File: config.mk
export PLATFORM = sky130hd
export DESIGN_NAME = pci_target
export DESIGN_NICKNAME = d
export VERILOG_FILES = /design/src/pci_tgt_pkg.sv /design/src/pci_even_parity.sv /design/src/pci_be_check.sv /design/src/pci_target.sv
export SDC_FILE = /design/constraint.sdc
export NUM_CORES = 1
export LEC_CHECK = 0
export ABC_AREA = 1
export BUFFER_PORTS_ARGS = -buffer_cell sky130_fd_sc_hd__buf_2
export CAP_MARGIN = 20
export CORE_UTILIZATION = 51
export CTS_BUF_LIST = sky130_fd_sc_hd__clkbuf_4
export DETAILED_ROUTE_END_ITERATION = 10
export HOLD_SLACK_MARGIN = 0.12
export PLACE_DENSITY = 0.85
export REMOVE_ABC_BUFFERS = 1
export SLEW_MARGIN = 10
export SYNTH_ARGS = -nofsm -noshare
export SYNTH_HDL_FRONTEND = slang
export SYNTH_SLANG_ARGS = --single-unit
File: constraint.sdc
create_clock -name i_mclk -period 4.83 [get_ports i_mclk]
set_clock_uncertainty 0.15 [all_clocks]
set_input_delay 0.483 -clock i_mclk [delete_from_list [all_inputs] [get_ports i_mclk]]
set_output_delay 0.483 -clock i_mclk [all_outputs]
set_load 0.005 [all_outputs]
File: src/pci_tgt_pkg.sv
/*
 * Shared constants and carrier types for the single-data-phase PCI target.
 * Assumes every PCI pin is already synchronous to the PCI clock.
 */
package pci_tgt_pkg;

   // ==========================================================
   // Bus widths
   localparam int AD_W = 32;
   localparam int CBE_W = 4;

   // ==========================================================
   // Bus commands on C/BE# during the address phase
   localparam logic [3:0] CMD_IO_RD = 4'h2;
   localparam logic [3:0] CMD_IO_WR = 4'h3;
   localparam logic [3:0] CMD_MEM_RD = 4'h6;
   localparam logic [3:0] CMD_MEM_WR = 4'h7;
   localparam logic [3:0] CMD_CFG_RD = 4'ha;
   localparam logic [3:0] CMD_CFG_WR = 4'hb;

   // ==========================================================
   // Low address patterns for the byte-enable check
   localparam logic [1:0] LANE_B0 = 2'h0;
   localparam logic [1:0] LANE_B1 = 2'h1;
   localparam logic [1:0] LANE_B2 = 2'h2;

   // ==========================================================
   // Reset values of driven pins
   localparam logic DEASSERT_B = 1'b1;
   localparam logic [AD_W-1:0] AD_RESET = 32'h0000_0000;

   // ==========================================================
   // Target sequencer states, Gray coded in the order listed
   typedef enum logic [2:0] {
      ST_IDLE = 3'h0,
      ST_DECODE = 3'h1,
      ST_RDWAIT = 3'h3,
      ST_XFER = 3'h2,
      ST_STOP = 3'h6,
      ST_ABORT = 3'h7,
      ST_TURN = 3'h5
   } tgt_state_e;

   // ==========================================================
   // Pins driven by the master
   typedef struct packed {
      logic frame_b;
      logic irdy_b;
      logic idsel;
      logic [AD_W-1:0] ad;
      logic [CBE_W-1:0] cbe_b;
      logic par;
   } pci_in_s;

   // ==========================================================
   // Access handed to the register back end
   typedef struct packed {
      logic valid;
      logic write;
      logic cfg;
      logic [3:0] cmd;
      logic [AD_W-1:0] addr;
      logic [CBE_W-1:0] be_b;
      logic [AD_W-1:0] data;
   } acc_req_s;

endpackage : pci_tgt_pkg

File: src/pci_even_parity.sv
/*
 * Even-parity bit over address/data and command/byte-enable lines.
 * Pure combinational; caller registers the result where timing needs it.
 */
`timescale 1ns/1ps
module pci_even_parity #(
   parameter int W = 36
) (
   // Covered lines
   input wire logic [W-1:0] i_bits,
   // Bit that makes the total count of ones even
   output logic o_par
);
   // ==========================================================
   // Fold
   logic [W-1:0] fold;
   genvar g;
   assign fold[0] = i_bits[0];
   generate
      for (g = 1; g < W; g++)
      begin : g_fold
         assign fold[g] = fold[g-1] ^ i_bits[g];
      end
   endgenerate
   assign o_par = fold[W-1];
endmodule : pci_even_parity

File: src/pci_be_check.sv
/*
 * Legal pairing of low address bits with byte enables for I/O accesses.
 * Assumes byte enables are the active-low data-phase values.
 */
`timescale 1ns/1ps
module pci_be_check (
   // Address phase low bits and data phase enables
   input wire logic [1:0] i_addr_lo,
   input wire logic [pci_tgt_pkg::CBE_W-1:0] i_be_b,
   // Combination is allowed
   output logic o_ok
);
   import pci_tgt_pkg::*;

   // ==========================================================
   // Lane table
   always_comb
   begin
      case (i_addr_lo)
         LANE_B0: o_ok = ~i_be_b[0];
         LANE_B1: o_ok = ~i_be_b[1] & i_be_b[0];
         LANE_B2: o_ok = ~i_be_b[2] & (&i_be_b[1:0]);
         default: o_ok = 1'b0;
      endcase
   end
endmodule : pci_be_check

File: src/pci_target.sv
/*
 * PCI target with one data phase per transaction, disconnect of bursts,
 * target abort on address parity or lane errors, and even parity.
 * Assumes PCI pins are synchronous to i_mclk and the back end answers a read
 * combinationally in the cycle its request is shown.
 */
// Function
// IDSEL with a configuration command during address phase selects configuration space.
// Target only; no request or grant logic, never masters the bus.
// Burst: finish first data phase, assert STOP while FRAME held, no more data.
// Master restarts a fresh transaction for data left after disconnect.
// Target abort drops DEVSEL in the same clock STOP asserts.
// Before abort, DEVSEL held one clock with TRDY deasserted.
// Address parity failure gives target abort and internal system error pulse.
// I/O low address bits must pair with byte enables, else abort without data.
// Back-to-back transactions accepted without idle when no signal contention.
// One idle removed after a write to the same target is tolerated.
// PAR driven clock after covered data; parity error flagged one clock after PAR.
// Even parity over AD, C/BE and PAR.
// Same parity handling for every transaction type, configuration included.
// Only one data phase per transaction; continuation gets retry disconnect.
// Data moves only on edges with IRDY and TRDY both asserted.
// STOP held until FRAME deasserts, then STOP and DEVSEL released, back to idle.
`timescale 1ns/1ps
module pci_target (
   // Clock, reset, enable
   input wire logic i_mclk,
   input wire logic i_rst_b,
   input wire logic i_ce,
   // Master-driven pins
   input wire pci_tgt_pkg::pci_in_s i_pci,
   // Back end address decode, looked at in the address phase
   input wire logic i_claim,
   // Back end read data for the request shown on o_req
   input wire logic [pci_tgt_pkg::AD_W-1:0] i_rdata,
   // Target-driven pins, enables low while driving
   output logic [pci_tgt_pkg::AD_W-1:0] o_ad,
   output logic o_ad_oe_b,
   output logic o_par,
   output logic o_par_oe_b,
   output logic o_trdy_b,
   output logic o_devsel_b,
   output logic o_stop_b,
   output logic o_ctl_oe_b,
   // Internal error pulses
   output logic o_perr,
   output logic o_serr,
   // Access to the back end
   output pci_tgt_pkg::acc_req_s o_req
);
   import pci_tgt_pkg::*;

   // ==========================================================
   // State
   tgt_state_e state_reg, state_next;
   logic [AD_W-1:0] ad_reg, ad_next;
   logic ad_oe_b_reg, ad_oe_b_next;
   logic par_reg, par_next;
   logic par_oe_b_reg, par_oe_b_next;
   logic trdy_b_reg, trdy_b_next;
   logic devsel_b_reg, devsel_b_next;
   logic stop_b_reg, stop_b_next;
   logic ctl_oe_b_reg, ctl_oe_b_next;
   logic perr_reg, perr_next;
   logic serr_reg, serr_next;
   acc_req_s req_reg, req_next;
   logic [AD_W-1:0] cap_ad_reg, cap_ad_next;
   logic [CBE_W-1:0] cap_cbe_reg, cap_cbe_next;
   logic dchk_reg, dchk_next;
   logic [3:0] cmd_reg, cmd_next;
   logic cfg_reg, cfg_next;

   // ==========================================================
   // Helpers
   logic cap_par;
   logic drv_par;
   logic be_ok;
   logic addr_phase;
   logic is_cfg;
   logic is_io;
   logic is_write;
   logic xfer;

   pci_even_parity #(.W(AD_W + CBE_W)) u_cap_par (
      .i_bits({cap_ad_reg, cap_cbe_reg}),
      .o_par(cap_par)
   );

   pci_even_parity #(.W(AD_W + CBE_W)) u_drv_par (
      .i_bits({ad_reg, i_pci.cbe_b}),
      .o_par(drv_par)
   );

   pci_be_check u_be (
      .i_addr_lo(cap_ad_reg[1:0]),
      .i_be_b(i_pci.cbe_b),
      .o_ok(be_ok)
   );

   // New address phase: FRAME asserted while IRDY still idle
   assign addr_phase = ~i_pci.frame_b & i_pci.irdy_b;
   assign is_cfg = i_pci.idsel & ((i_pci.cbe_b == CMD_CFG_RD) | (i_pci.cbe_b == CMD_CFG_WR));
   assign is_io = (cmd_reg == CMD_IO_RD) | (cmd_reg == CMD_IO_WR);
   // Odd commands are writes for every command this target claims
   assign is_write = cmd_reg[0];
   assign xfer = ~i_pci.irdy_b & ~trdy_b_reg;

   // ==========================================================
   // Next state
   always_comb
   begin
      state_next = state_reg;
      ad_next = ad_reg;
      ad_oe_b_next = ad_oe_b_reg;
      trdy_b_next = trdy_b_reg;
      devsel_b_next = devsel_b_reg;
      stop_b_next = stop_b_reg;
      ctl_oe_b_next = ctl_oe_b_reg;
      serr_next = 1'b0;
      perr_next = 1'b0;
      req_next = req_reg;
      req_next.valid = 1'b0;
      cap_ad_next = cap_ad_reg;
      cap_cbe_next = cap_cbe_reg;
      dchk_next = 1'b0;
      cmd_next = cmd_reg;
      cfg_next = cfg_reg;

      // Read data parity follows the data one clock later
      par_next = drv_par;
      par_oe_b_next = ad_oe_b_reg;

      // Write data parity checked against PAR of the next clock
      if (dchk_reg)
      begin
         perr_next = cap_par ^ i_pci.par;
      end

      case (state_reg)
         ST_IDLE, ST_TURN:
         begin
            // Pins driven high for a cycle before release
            trdy_b_next = DEASSERT_B;
            devsel_b_next = DEASSERT_B;
            stop_b_next = DEASSERT_B;
            ctl_oe_b_next = DEASSERT_B;
            ad_oe_b_next = DEASSERT_B;
            state_next = ST_IDLE;
            // Fast back-to-back start taken straight from turnaround
            if (addr_phase && (is_cfg || (i_claim && !i_pci.idsel)))
            begin
               cap_ad_next = i_pci.ad;
               cap_cbe_next = i_pci.cbe_b;
               cmd_next = i_pci.cbe_b;
               cfg_next = is_cfg;
               devsel_b_next = 1'b0;
               ctl_oe_b_next = 1'b0;
               state_next = ST_DECODE;
            end
         end

         ST_DECODE:
         begin
            // DEVSEL low with TRDY high this clock before any abort
            if ((cap_par ^ i_pci.par) || (is_io && !be_ok))
            begin
               serr_next = cap_par ^ i_pci.par;
               devsel_b_next = DEASSERT_B;
               stop_b_next = 1'b0;
               state_next = ST_ABORT;
            end
            else
            begin
               req_next.write = is_write;
               req_next.cfg = cfg_reg;
               req_next.cmd = cmd_reg;
               req_next.addr = cap_ad_reg;
               req_next.be_b = i_pci.cbe_b;
               if (is_write)
               begin
                  trdy_b_next = 1'b0;
                  state_next = ST_XFER;
               end
               else
               begin
                  req_next.valid = 1'b1;
                  state_next = ST_RDWAIT;
               end
            end
         end

         ST_RDWAIT:
         begin
            ad_next = i_rdata;
            ad_oe_b_next = 1'b0;
            trdy_b_next = 1'b0;
            state_next = ST_XFER;
         end

         ST_XFER:
         begin
            if (xfer)
            begin
               trdy_b_next = DEASSERT_B;
               if (is_write)
               begin
                  req_next.valid = 1'b1;
                  req_next.data = i_pci.ad;
                  req_next.be_b = i_pci.cbe_b;
                  cap_ad_next = i_pci.ad;
                  cap_cbe_next = i_pci.cbe_b;
                  dchk_next = 1'b1;
               end
               if (!i_pci.frame_b)
               begin
                  // Master wants more; one data phase only
                  stop_b_next = 1'b0;
                  state_next = ST_STOP;
               end
               else
               begin
                  devsel_b_next = DEASSERT_B;
                  ad_oe_b_next = DEASSERT_B;
                  state_next = ST_TURN;
               end
            end
         end

         ST_STOP, ST_ABORT:
         begin
            // No TRDY while STOP is out, so nothing more moves
            trdy_b_next = DEASSERT_B;
            ad_oe_b_next = DEASSERT_B;
            if (i_pci.frame_b)
            begin
               stop_b_next = DEASSERT_B;
               devsel_b_next = DEASSERT_B;
               state_next = ST_TURN;
            end
         end

         default:
         begin
            state_next = ST_IDLE;
         end
      endcase
   end

   // ==========================================================
   // Registers; no bus request pin exists, so the target never masters
   always_ff @(posedge i_mclk or negedge i_rst_b)
   begin
      if (!i_rst_b)
      begin
         state_reg <= ST_IDLE;
         ad_reg <= AD_RESET;
         ad_oe_b_reg <= DEASSERT_B;
         par_reg <= 1'b0;
         par_oe_b_reg <= DEASSERT_B;
         trdy_b_reg <= DEASSERT_B;
         devsel_b_reg <= DEASSERT_B;
         stop_b_reg <= DEASSERT_B;
         ctl_oe_b_reg <= DEASSERT_B;
         perr_reg <= 1'b0;
         serr_reg <= 1'b0;
         req_reg <= '0;
         cap_ad_reg <= AD_RESET;
         cap_cbe_reg <= '0;
         dchk_reg <= 1'b0;
         cmd_reg <= '0;
         cfg_reg <= 1'b0;
      end
      else if (i_ce)
      begin
         state_reg <= state_next;
         ad_reg <= ad_next;
         ad_oe_b_reg <= ad_oe_b_next;
         par_reg <= par_next;
         par_oe_b_reg <= par_oe_b_next;
         trdy_b_reg <= trdy_b_next;
         devsel_b_reg <= devsel_b_next;
         stop_b_reg <= stop_b_next;
         ctl_oe_b_reg <= ctl_oe_b_next;
         perr_reg <= perr_next;
         serr_reg <= serr_next;
         req_reg <= req_next;
         cap_ad_reg <= cap_ad_next;
         cap_cbe_reg <= cap_cbe_next;
         dchk_reg <= dchk_next;
         cmd_reg <= cmd_next;
         cfg_reg <= cfg_next;
      end
   end

   // ==========================================================
   // Outputs
   assign o_ad = ad_reg;
   assign o_ad_oe_b = ad_oe_b_reg;
   assign o_par = par_reg;
   assign o_par_oe_b = par_oe_b_reg;
   assign o_trdy_b = trdy_b_reg;
   assign o_devsel_b = devsel_b_reg;
   assign o_stop_b = stop_b_reg;
   assign o_ctl_oe_b = ctl_oe_b_reg;
   assign o_perr = perr_reg;
   assign o_serr = serr_reg;
   assign o_req = req_reg;

endmodule : pci_target

==> metrics.md, run 1 <==
| Metric | Value |
|---|---|
| Hold Violations, Final | `0` |
| Reg2Reg Depth | `18` |
| GR Util All Layers | `26.1%` |
| Slew Limit Fails | `0` |
| TritonCTS Buffers | `17` |
| VDD IR max | `0.398 mV` |
| Tot Pwr | `6.63 mW` |
| Final instance area | `9420 sq um` |
| R2R Setup Slk | `2.18 ns` |
| WL final | `18600 um` |
| WP data required | `5.16 ns` |
| Area grow syn2layout | `28.3%` |
| # Max-Cap Violations | `0` |
| Register area share after synthesis | `54.7%` |
| Num ports | `192` |
| Status | `finished clean` |
| Fmax | `364 MHz` |
| Largest net degree at the start of global routing | `73` |
| Number of global-route vias before repair | `6346` |
| Initial antenna violation count | `1` |
| CTS clk-pin slew, worst paths | `0.13 ns` |
| CP max stage cell | `dlygate4sd3_1` |
| Worst hold path depth | `3` |
| Yosys warns | `0` |
| Drt first pass iters | `5` |
| RSZ-0062 raised after global routing | `no` |
| Clock root cell | `clkbuf_4` |
| Reg-to-Reg End | `o_req[49]$_DFFE_PN0P_` |
| Critical R2R Launch | `cap_ad_reg[4]$_DFFE_PN0P_` |
| First-pass GRT wire length | `29900 um` |
| Cell Rows | `43` |
| Slew Limit Headroom | `56.8%` |
| Max reg flops | `74` |
| Crit share post-route | `56.9%` |
| Gate Count Post-Synth | `873` |
| GP Congestion | `0.888` |
| Starting Density | `52.7%` |
| HP Start | `i_pci[2]` |
| Nets | `1207` |
| Final min period | `2.75 ns` |
| # setup viols final | `0` |
| HPWL Detailed | `11700 um` |
| Longest Clk Path Bufs | `2` |
| CP endpoint kind | `register` |
| Final worst slack | `2.08 ns` |
| Family with the most delay on the worst path | `buffers and inverters` |
| CP startpoint kind | `primary input` |
| Hold endpoint | `cmd_reg[1]$_DFFE_PN0P_` |
| Crit-path cells | `dlygate4sd3_1 -> buf_2 -> inv_1 -> ha_1 -> o21ai_0 -> nor2_1 -> a21oi_1 -> nor3b_1 -> nand2_1 -> nand2_1 -> nand2_2 -> buf_12 -> o21ai_0` |
| Die H | `122 um` |
| Post-DP Area | `8390 sq um` |
| Worst-path maximum fanout | `43` |
| Tightest Hold Check Type | `in -> reg` |
| Congestion Overflow GR | `0` |
| Die ar. | `14900 sq um` |
| Post-cts resize count | `0` |
| Residual DRC | `0` |
| DIE WIDTH | `122 um` |
| Clock latency on the worst-skew pair | `0.56 ns` |
| Dpl ws | `1.78 ns` |
| Power per cell area | `703 nW/um^2` |
| Arr. time, crit path | `3.08 ns` |
| Hold slack | `0.171 ns` |
| I/O Buffers | `191` |
| Layout cells sized above 1 | `24.9%` |
| Critical Path Max Stage Delay | `0.55 ns` |
| CTS tree | `yes` |
| Clock sink count | `160` |
| CTS H-tree depth | `4` |
| Routed vias/inst | `4.97` |
| Buf/Inv on CP | `4` |
| Wire per inst | `14.1 um` |
| Routed Antenna Nets | `0` |
| Core area | `13900 sq um` |
| Initial drt markers | `383` |
| Total number of vias | `6575` |
| Critical path class | `in -> reg` |
| Setup TNS after final layout | `0 ns` |
| P_leak | `5.22 nW` |
| #FFs+latches synth | `160` |
| Fillers | `1044` |
| Least-Margin Pin Slew | `0.647 ns` |
| Avg Inst Size Synth | `8.41 sq um` |
| Netlist Area Pre-Place | `7340 sq um` |
| Synth unique cells | `33` |
[through the flow]
step | util (%) | instances
5_1_grt | 67.6 | 1322
2_1_floorplan | - | 842
3_5_place_dp | 60.2 | 1218
4_1_cts | 67.4 | 1320
6_report | 67.6 | 1323
3_3_place_gp | 60.2 | 1218
[layout make-up]
cell class / instances / area [sq um] / area share [%]
antenna: 2 / 5.00 / 0.0531
clock buffer: 18 / 135 / 1.43
clock inverter: 14 / 164 / 1.74
inverter: 96 / 363 / 3.85
multi-input combinational: 586 / 2790 / 29.7
sequential: 160 / 4010 / 42.6
tap: 180 / 225 / 2.39
timing repair buffer: 267 / 1720 / 18.3
[cells by family after synthesis]
group | share of synthesized area, %
AOI/OAI and AO/OA | 8.78
and+or+nand+nor | 24.1
adders and majority gates | 0.512
buffers and inverters | 7.30
xor gates and xnor gates | 4.65
DFF | 54.7
[synth_stat cells (all sizes together)]
library cell	count	area (sq um)
nand2	347	1330
dfrtp	154	3850
o21ai	103	583
inv	96	363
nand3	34	183
nor2	34	143
xnor2	29	254
clkbuf	17	63.8
buf	14	109
xor2	10	87.6
nand3b	7	52.6
dfstp	6	158
a21oi	4	20.0
nor3	4	20.0
ha	3	37.5
nand4	3	18.8
o211ai	2	20.0
o31ai	2	15.0
a31oi	1	6.26
and2	1	6.26
nor3b	1	7.51
or2	1	6.26
[where the power goes]
group          internal [mW]  switching (mW)
Sequential              1.93           0.446
Combinational           1.33            2.08
Clock                  0.362           0.474
[placed cells by master (no fill, tap or decap), types with 4 or more instances in the layout]
master,instances
a21oi_1,4
xor2_1,10
inv_1,76
dfstp_2,6
xnor2_1,29
clkbuf_4,18
nand3b_1,7
nand2_2,6
clkinv_1,4
dfrtp_1,154
buf_2,190
buf_4,5
inv_2,18
nor2_1,28
o21ai_2,18
nand3_1,33
nor3_1,4
o21ai_0,84
dlygate4sd3_1,70
nand2_1,340
nor2_2,6
[worst max-delay path by stage]
stage / start / to / slack [ns] / cells after the start
floorplan: i_pci[1] / cap_ad_reg[0]$_DFFE_PN0P_ / 2.12 / 10
global placement: i_pci[1] / cap_ad_reg[2]$_DFFE_PN0P_ / 2.01 / 11
detailed placement: i_pci[1] / cap_ad_reg[14]$_DFFE_PN0P_ / 1.78 / 11
CTS: i_pci[1] / cap_ad_reg[14]$_DFFE_PN0P_ / 1.81 / 12
global route: cap_ad_reg[5]$_DFFE_PN0P_ / o_req[51]$_DFFE_PN0P_ / 1.86 / 18
finish: i_pci[1] / cap_ad_reg[23]$_DFFE_PN0P_ / 2.08 / 13
[tightest hold or removal path, cell delays in order]
cell and delay (ns):
buf_2 0.11, inv_1 0.10, o21ai_0 0.16
[metal layers]
layer  vias to the layer above  routed length, um  part of all wire [%]  global-route usage [%]
li1                       3213                  -                     -                       -
met1                      3087               7660                    41                    32.1
met2                       203               9390                    50                    43.2
met3                        72                761                   4.1                    5.62
met4                         0                794                   4.3                    13.3
met5                         -                  0                     0                       0
[what timing repair did]
action,4_1_cts,5_1_grt
hold buffers,70,0
setup endpoints to repair,0,0
endpoints found under the hold margin,168,0
buffers inserted,0,0
No activity file was read; power rests on OpenSTA's default activity.
==> run 2, diff against run 1 <==
- ABC_AREA: 1 -> 0
- PLACE_DENSITY: 0.85 -> 0.86
- clock period: 4.83 -> 2.7 ns (I/O delays scaled with it)
==> run 2 against run 1 <==
Against the previous run:
- hold slack lost 0.025 ns
- first-iteration DRC count is 19% lower
- die area is 2.2% lower
- register-to-register slack lost 2.2 ns
- clock-buffer cell count down 1
- combinational power grew 130%
- sequential power rose by 58%
- sequential cell count unchanged
==> metrics.md, run 2 <==
| Metric | Value |
|---|---|
| CTS H-tree depth | `4 (unchanged)` |
| Fmax | `371 MHz` |
| Commonest cells after routing, fill and taps aside | `buf_2 (190), dfrtp_1 (154), nand2_1 (111), mux2_2 (102), dlygate4sd3_1 (73)` |
| Routed Antenna Nets | `0 (unchanged)` |
| Nets | `952 (-21%)` |
| Core area | `13500 sq um (-3.1%)` |
| Reg area | `4010 sq um (unchanged)` |
| Synth Area in Compound Gates | `3.96% (-4.8 points)` |
| Layout cells sized above 1 | `42.5% (+18 points)` |
| Gate Count Post-Synth | `584 (-33%)` |
| Multi-input gate area in the final layout | `3030 sq um (+8.3%)` |
| Die H | `121 um (-1.1%)` |
| Main combinational cell family by area after synthesis | `multiplexers` |
| Fillers | `907 (-13%)` |
| Synth unique cells | `45 (+36%)` |
| Yosys warns | `0 (unchanged)` |
| Placed Cells | `951 (-22%)` |
| Clock root cell | `clkbuf_4` |
| Yosys top cell by area | `dfrtp_1` |
| Synth Area in Simple Gates | `9.45% (-15 points)` |
| Register area share after synthesis | `55.9% (+1.2 points)` |
| Avg Inst Size Synth | `12.3 sq um (+46%)` |
| Crit share post-route | `99.9%` |
| Slew Limit Fails | `0 (unchanged)` |
| Hold Violations, Final | `0 (unchanged)` |
| Least-Margin Pin Slew | `0.674 ns (+0.0264 ns)` |
| Cell Rows | `42 (-2.3%)` |
| DIE WIDTH | `121 um (-1.1%)` |
| Longest Clk Path Bufs | `2 (unchanged)` |
| Mux cell area share after synthesis | `18.3% (+18 points)` |
| GP Congestion | `0.843 (-5.1%)` |
| GR Util All Layers | `26.7% (+0.58 points)` |
| Routed vias/inst | `5.26 (+5.9%)` |
| Setup TNS after final layout | `0 ns (unchanged)` |
| Max reg flops | `74 (unchanged)` |
| CP endpoint kind | `register` |
| CP startpoint kind | `register` |
| Synth Area in XOR/XNOR | `9.22% (+4.6 points)` |
| Num ports | `192 (unchanged)` |
| Total number of vias | `5593 (-15%)` |
| Worst-path maximum fanout | `6 (-86%)` |
| Arr. time, crit path | `2.98 ns (-0.10 ns)` |
| Critical path class | `reg -> reg` |
| CTS clk-pin slew, worst paths | `0.13 ns (about the same)` |
| VDD IR max | `1.45 mV (+260%)` |
| Share of synthesized flip-flops with an asynchronous set or reset | `100% (unchanged)` |
| Clock latency on the worst-skew pair | `0.55 ns (about the same)` |
| Post-Layout Cell Count | `1063 (-20%)` |
| RSZ-0062 raised after global routing | `yes` |
| Initial drt markers | `309 (-19%)` |
| First-pass GRT wire length | `29500 um (-1.2%)` |
| CTS tree | `yes` |
| WL final | `18800 um (+1.0%)` |
| Netlist Area Pre-Place | `7180 sq um (-2.2%)` |
| TritonCTS Buffers | `17 (unchanged)` |
| P_leak | `5.06 nW (-3.1%)` |
| # setup viols final | `0 (unchanged)` |
| Residual DRC | `0 (unchanged)` |
| Tightest Hold Check Type | `in -> async` |
| Largest net degree at the start of global routing | `71 (-2.7%)` |
| Post-Synth Adder-Cell Area | `0.523% (+0.012 points)` |
| HPWL Detailed | `11700 um (+0.35%)` |
| Area contributors post-synth | `dfrtp_1 (54%), mux2_2 (16%), xnor2_1 (6.2%)` |
| Die ar. | `14500 sq um (-2.2%)` |
| EDFF count, synth | `0 (unchanged)` |
| Status | `finished clean` |
| #FFs+latches synth | `160 (unchanged)` |
| Slew Limit Headroom | `55.0% (-1.9 points)` |
| Power per cell area | `1380 nW/um^2 (+97%)` |
| Starting Density | `53.1% (+0.47 points)` |
| # Max-Cap Violations | `0 (unchanged)` |
| Number of global-route vias before repair | `5914 (-6.8%)` |
| Synth top area share | `53.7% (+1.2 points)` |
| Initial antenna violation count | `2 (+1)` |
| WP data required | `2.99 ns (-2.17 ns)` |
| Wire per inst | `17.7 um (+26%)` |
| Top post-synthesis cells by count | `dfrtp_1 (154), nand2_1 (111), mux2_2 (105), xnor2_1 (51), clkbuf_1 (20)` |
| Most common cell after layout, fill and taps aside | `buf_2` |
| Final min period | `2.70 ns` |
| Area grow syn2layout | `34.5%` |
| I/O Buffers | `191 (unchanged)` |
| Clock sink count | `160 (unchanged)` |
| Drt first pass iters | `4 (-1)` |
| Congestion Overflow GR | `0 (unchanged)` |
| Top_reg_cell synth | `dfrtp_1` |
| Most frequent cell after synthesis | `dfrtp_1` |
==> run 2: cell types whose count changed in the layout (fill, tap and decap cells not counted), moves of 18 or more <==
cell	before	now
inv_2	18	0
buf_4	5	31
mux2_2	0	102
xnor2_1	29	50
o21ai_0	84	9
nand2_1	340	111
nand3_1	33	3
o21ai_2	18	0
inv_1	76	9
==> run 2: final timing paths <==
check	startpoint	end	slack, ns	cells past startpoint
setup / recovery	cap_ad_reg[17]$_DFFE_PN0P_	o_req[64]$_DFFE_PN0P_	0.002	8
hold / removal	i_rst_b	o_req[50]$_DFFE_PN0P_	0.15	2
setup reg to reg	cap_ad_reg[17]$_DFFE_PN0P_	o_req[64]$_DFFE_PN0P_	0.002	8
hold reg to reg	o_req[9]$_DFFE_PN0P_	o_req[9]$_DFFE_PN0P_	0.33	2
max in group asynchronous	i_rst_b	o_trdy_b$_DFFE_PN1P_	1.45	3
min in group i_mclk	i_claim	o_ctl_oe_b$_DFFE_PN1P_	0.20	5
==> run 2: cells by family (layout without fill, tap and decap cells) <==
family / Yosys count / in the layout
simple gates: 157 / 158
compound gates: 43 / 43
buf+inv: 39 / 339
xor+xnor: 66 / 66
mux: 116 / 116
other cells: 0 / 2
flops: 160 / 160
fa+ha+maj: 3 / 3
==> run 2: repair_timing <==
| item | 4_1_cts | 5_1_grt |
|---|---|---|
| pin swaps | 0 | 2 |
| cloned | 0 | 2 |
| setup endpoints to repair | 11 | 70 |
| hold endpoints to repair | 277 | 0 |
| setup buffers | 0 | 4 |
| hold buffers | 73 | 0 |
| gates resized for setup | 1 | 9 |
==> run 2: per-stage QoR <==
step	setup WS [ns]	power [mW]	utilization, %	hold slack (ns)	cell area, sq um
after floorplan	-0.600	7.80	-	-0.176	7020
after global placement	-0.0132	11.0	62.6	0.164	8460
after detailed placement	-0.0607	11.2	62.6	0.173	8460
after CTS	0.0422	12.9	70.6	0.127	9540
after global routing	-0.0774	14.0	71.4	0.158	9650
final	0.00176	13.4	71.4	0.146	9650
==> run 2: power breakdown <==
group	internal, mW	leakage [nW]	switching, mW
combinational	4.33	2.77	3.60
clock	0.824	0.176	0.841
sequential	3.17	2.12	0.596
==> run 2: area by class of cell <==
type	count	area share, %
diodes	2	0.0519
multi-input cells	386	31.4
flip-flops and latches	160	41.6
clock buffers	17	1.32
clock inverters	14	2.22
repair buffers	299	20.8
well taps	176	2.28
inverters	9	0.350
==> run 2: critical path, stage by stage, from the launching register on <==
cell	delay (ns)
dfrtp_1	0.39
xnor3_1	0.44
xnor3_1	0.28
xnor3_1	0.28
and3_4	0.22
mux2i_4	0.21
buf_4	0.16
clkbuf_16	0.14
mux2_2	0.32
==> run 2: per-layer routing <==
| layer | share of wire [%] | vias to the layer above | GRT usage (%) |
|---|---|---|---|
| met2 | 52 | 201 | 45.2 |
| met5 | 0 | - | 0 |
| met4 | 4.2 | 0 | 14.0 |
| li1 | - | 2553 | - |
| met1 | 39 | 2776 | 31.6 |
| met3 | 5.3 | 63 | 6.27 |
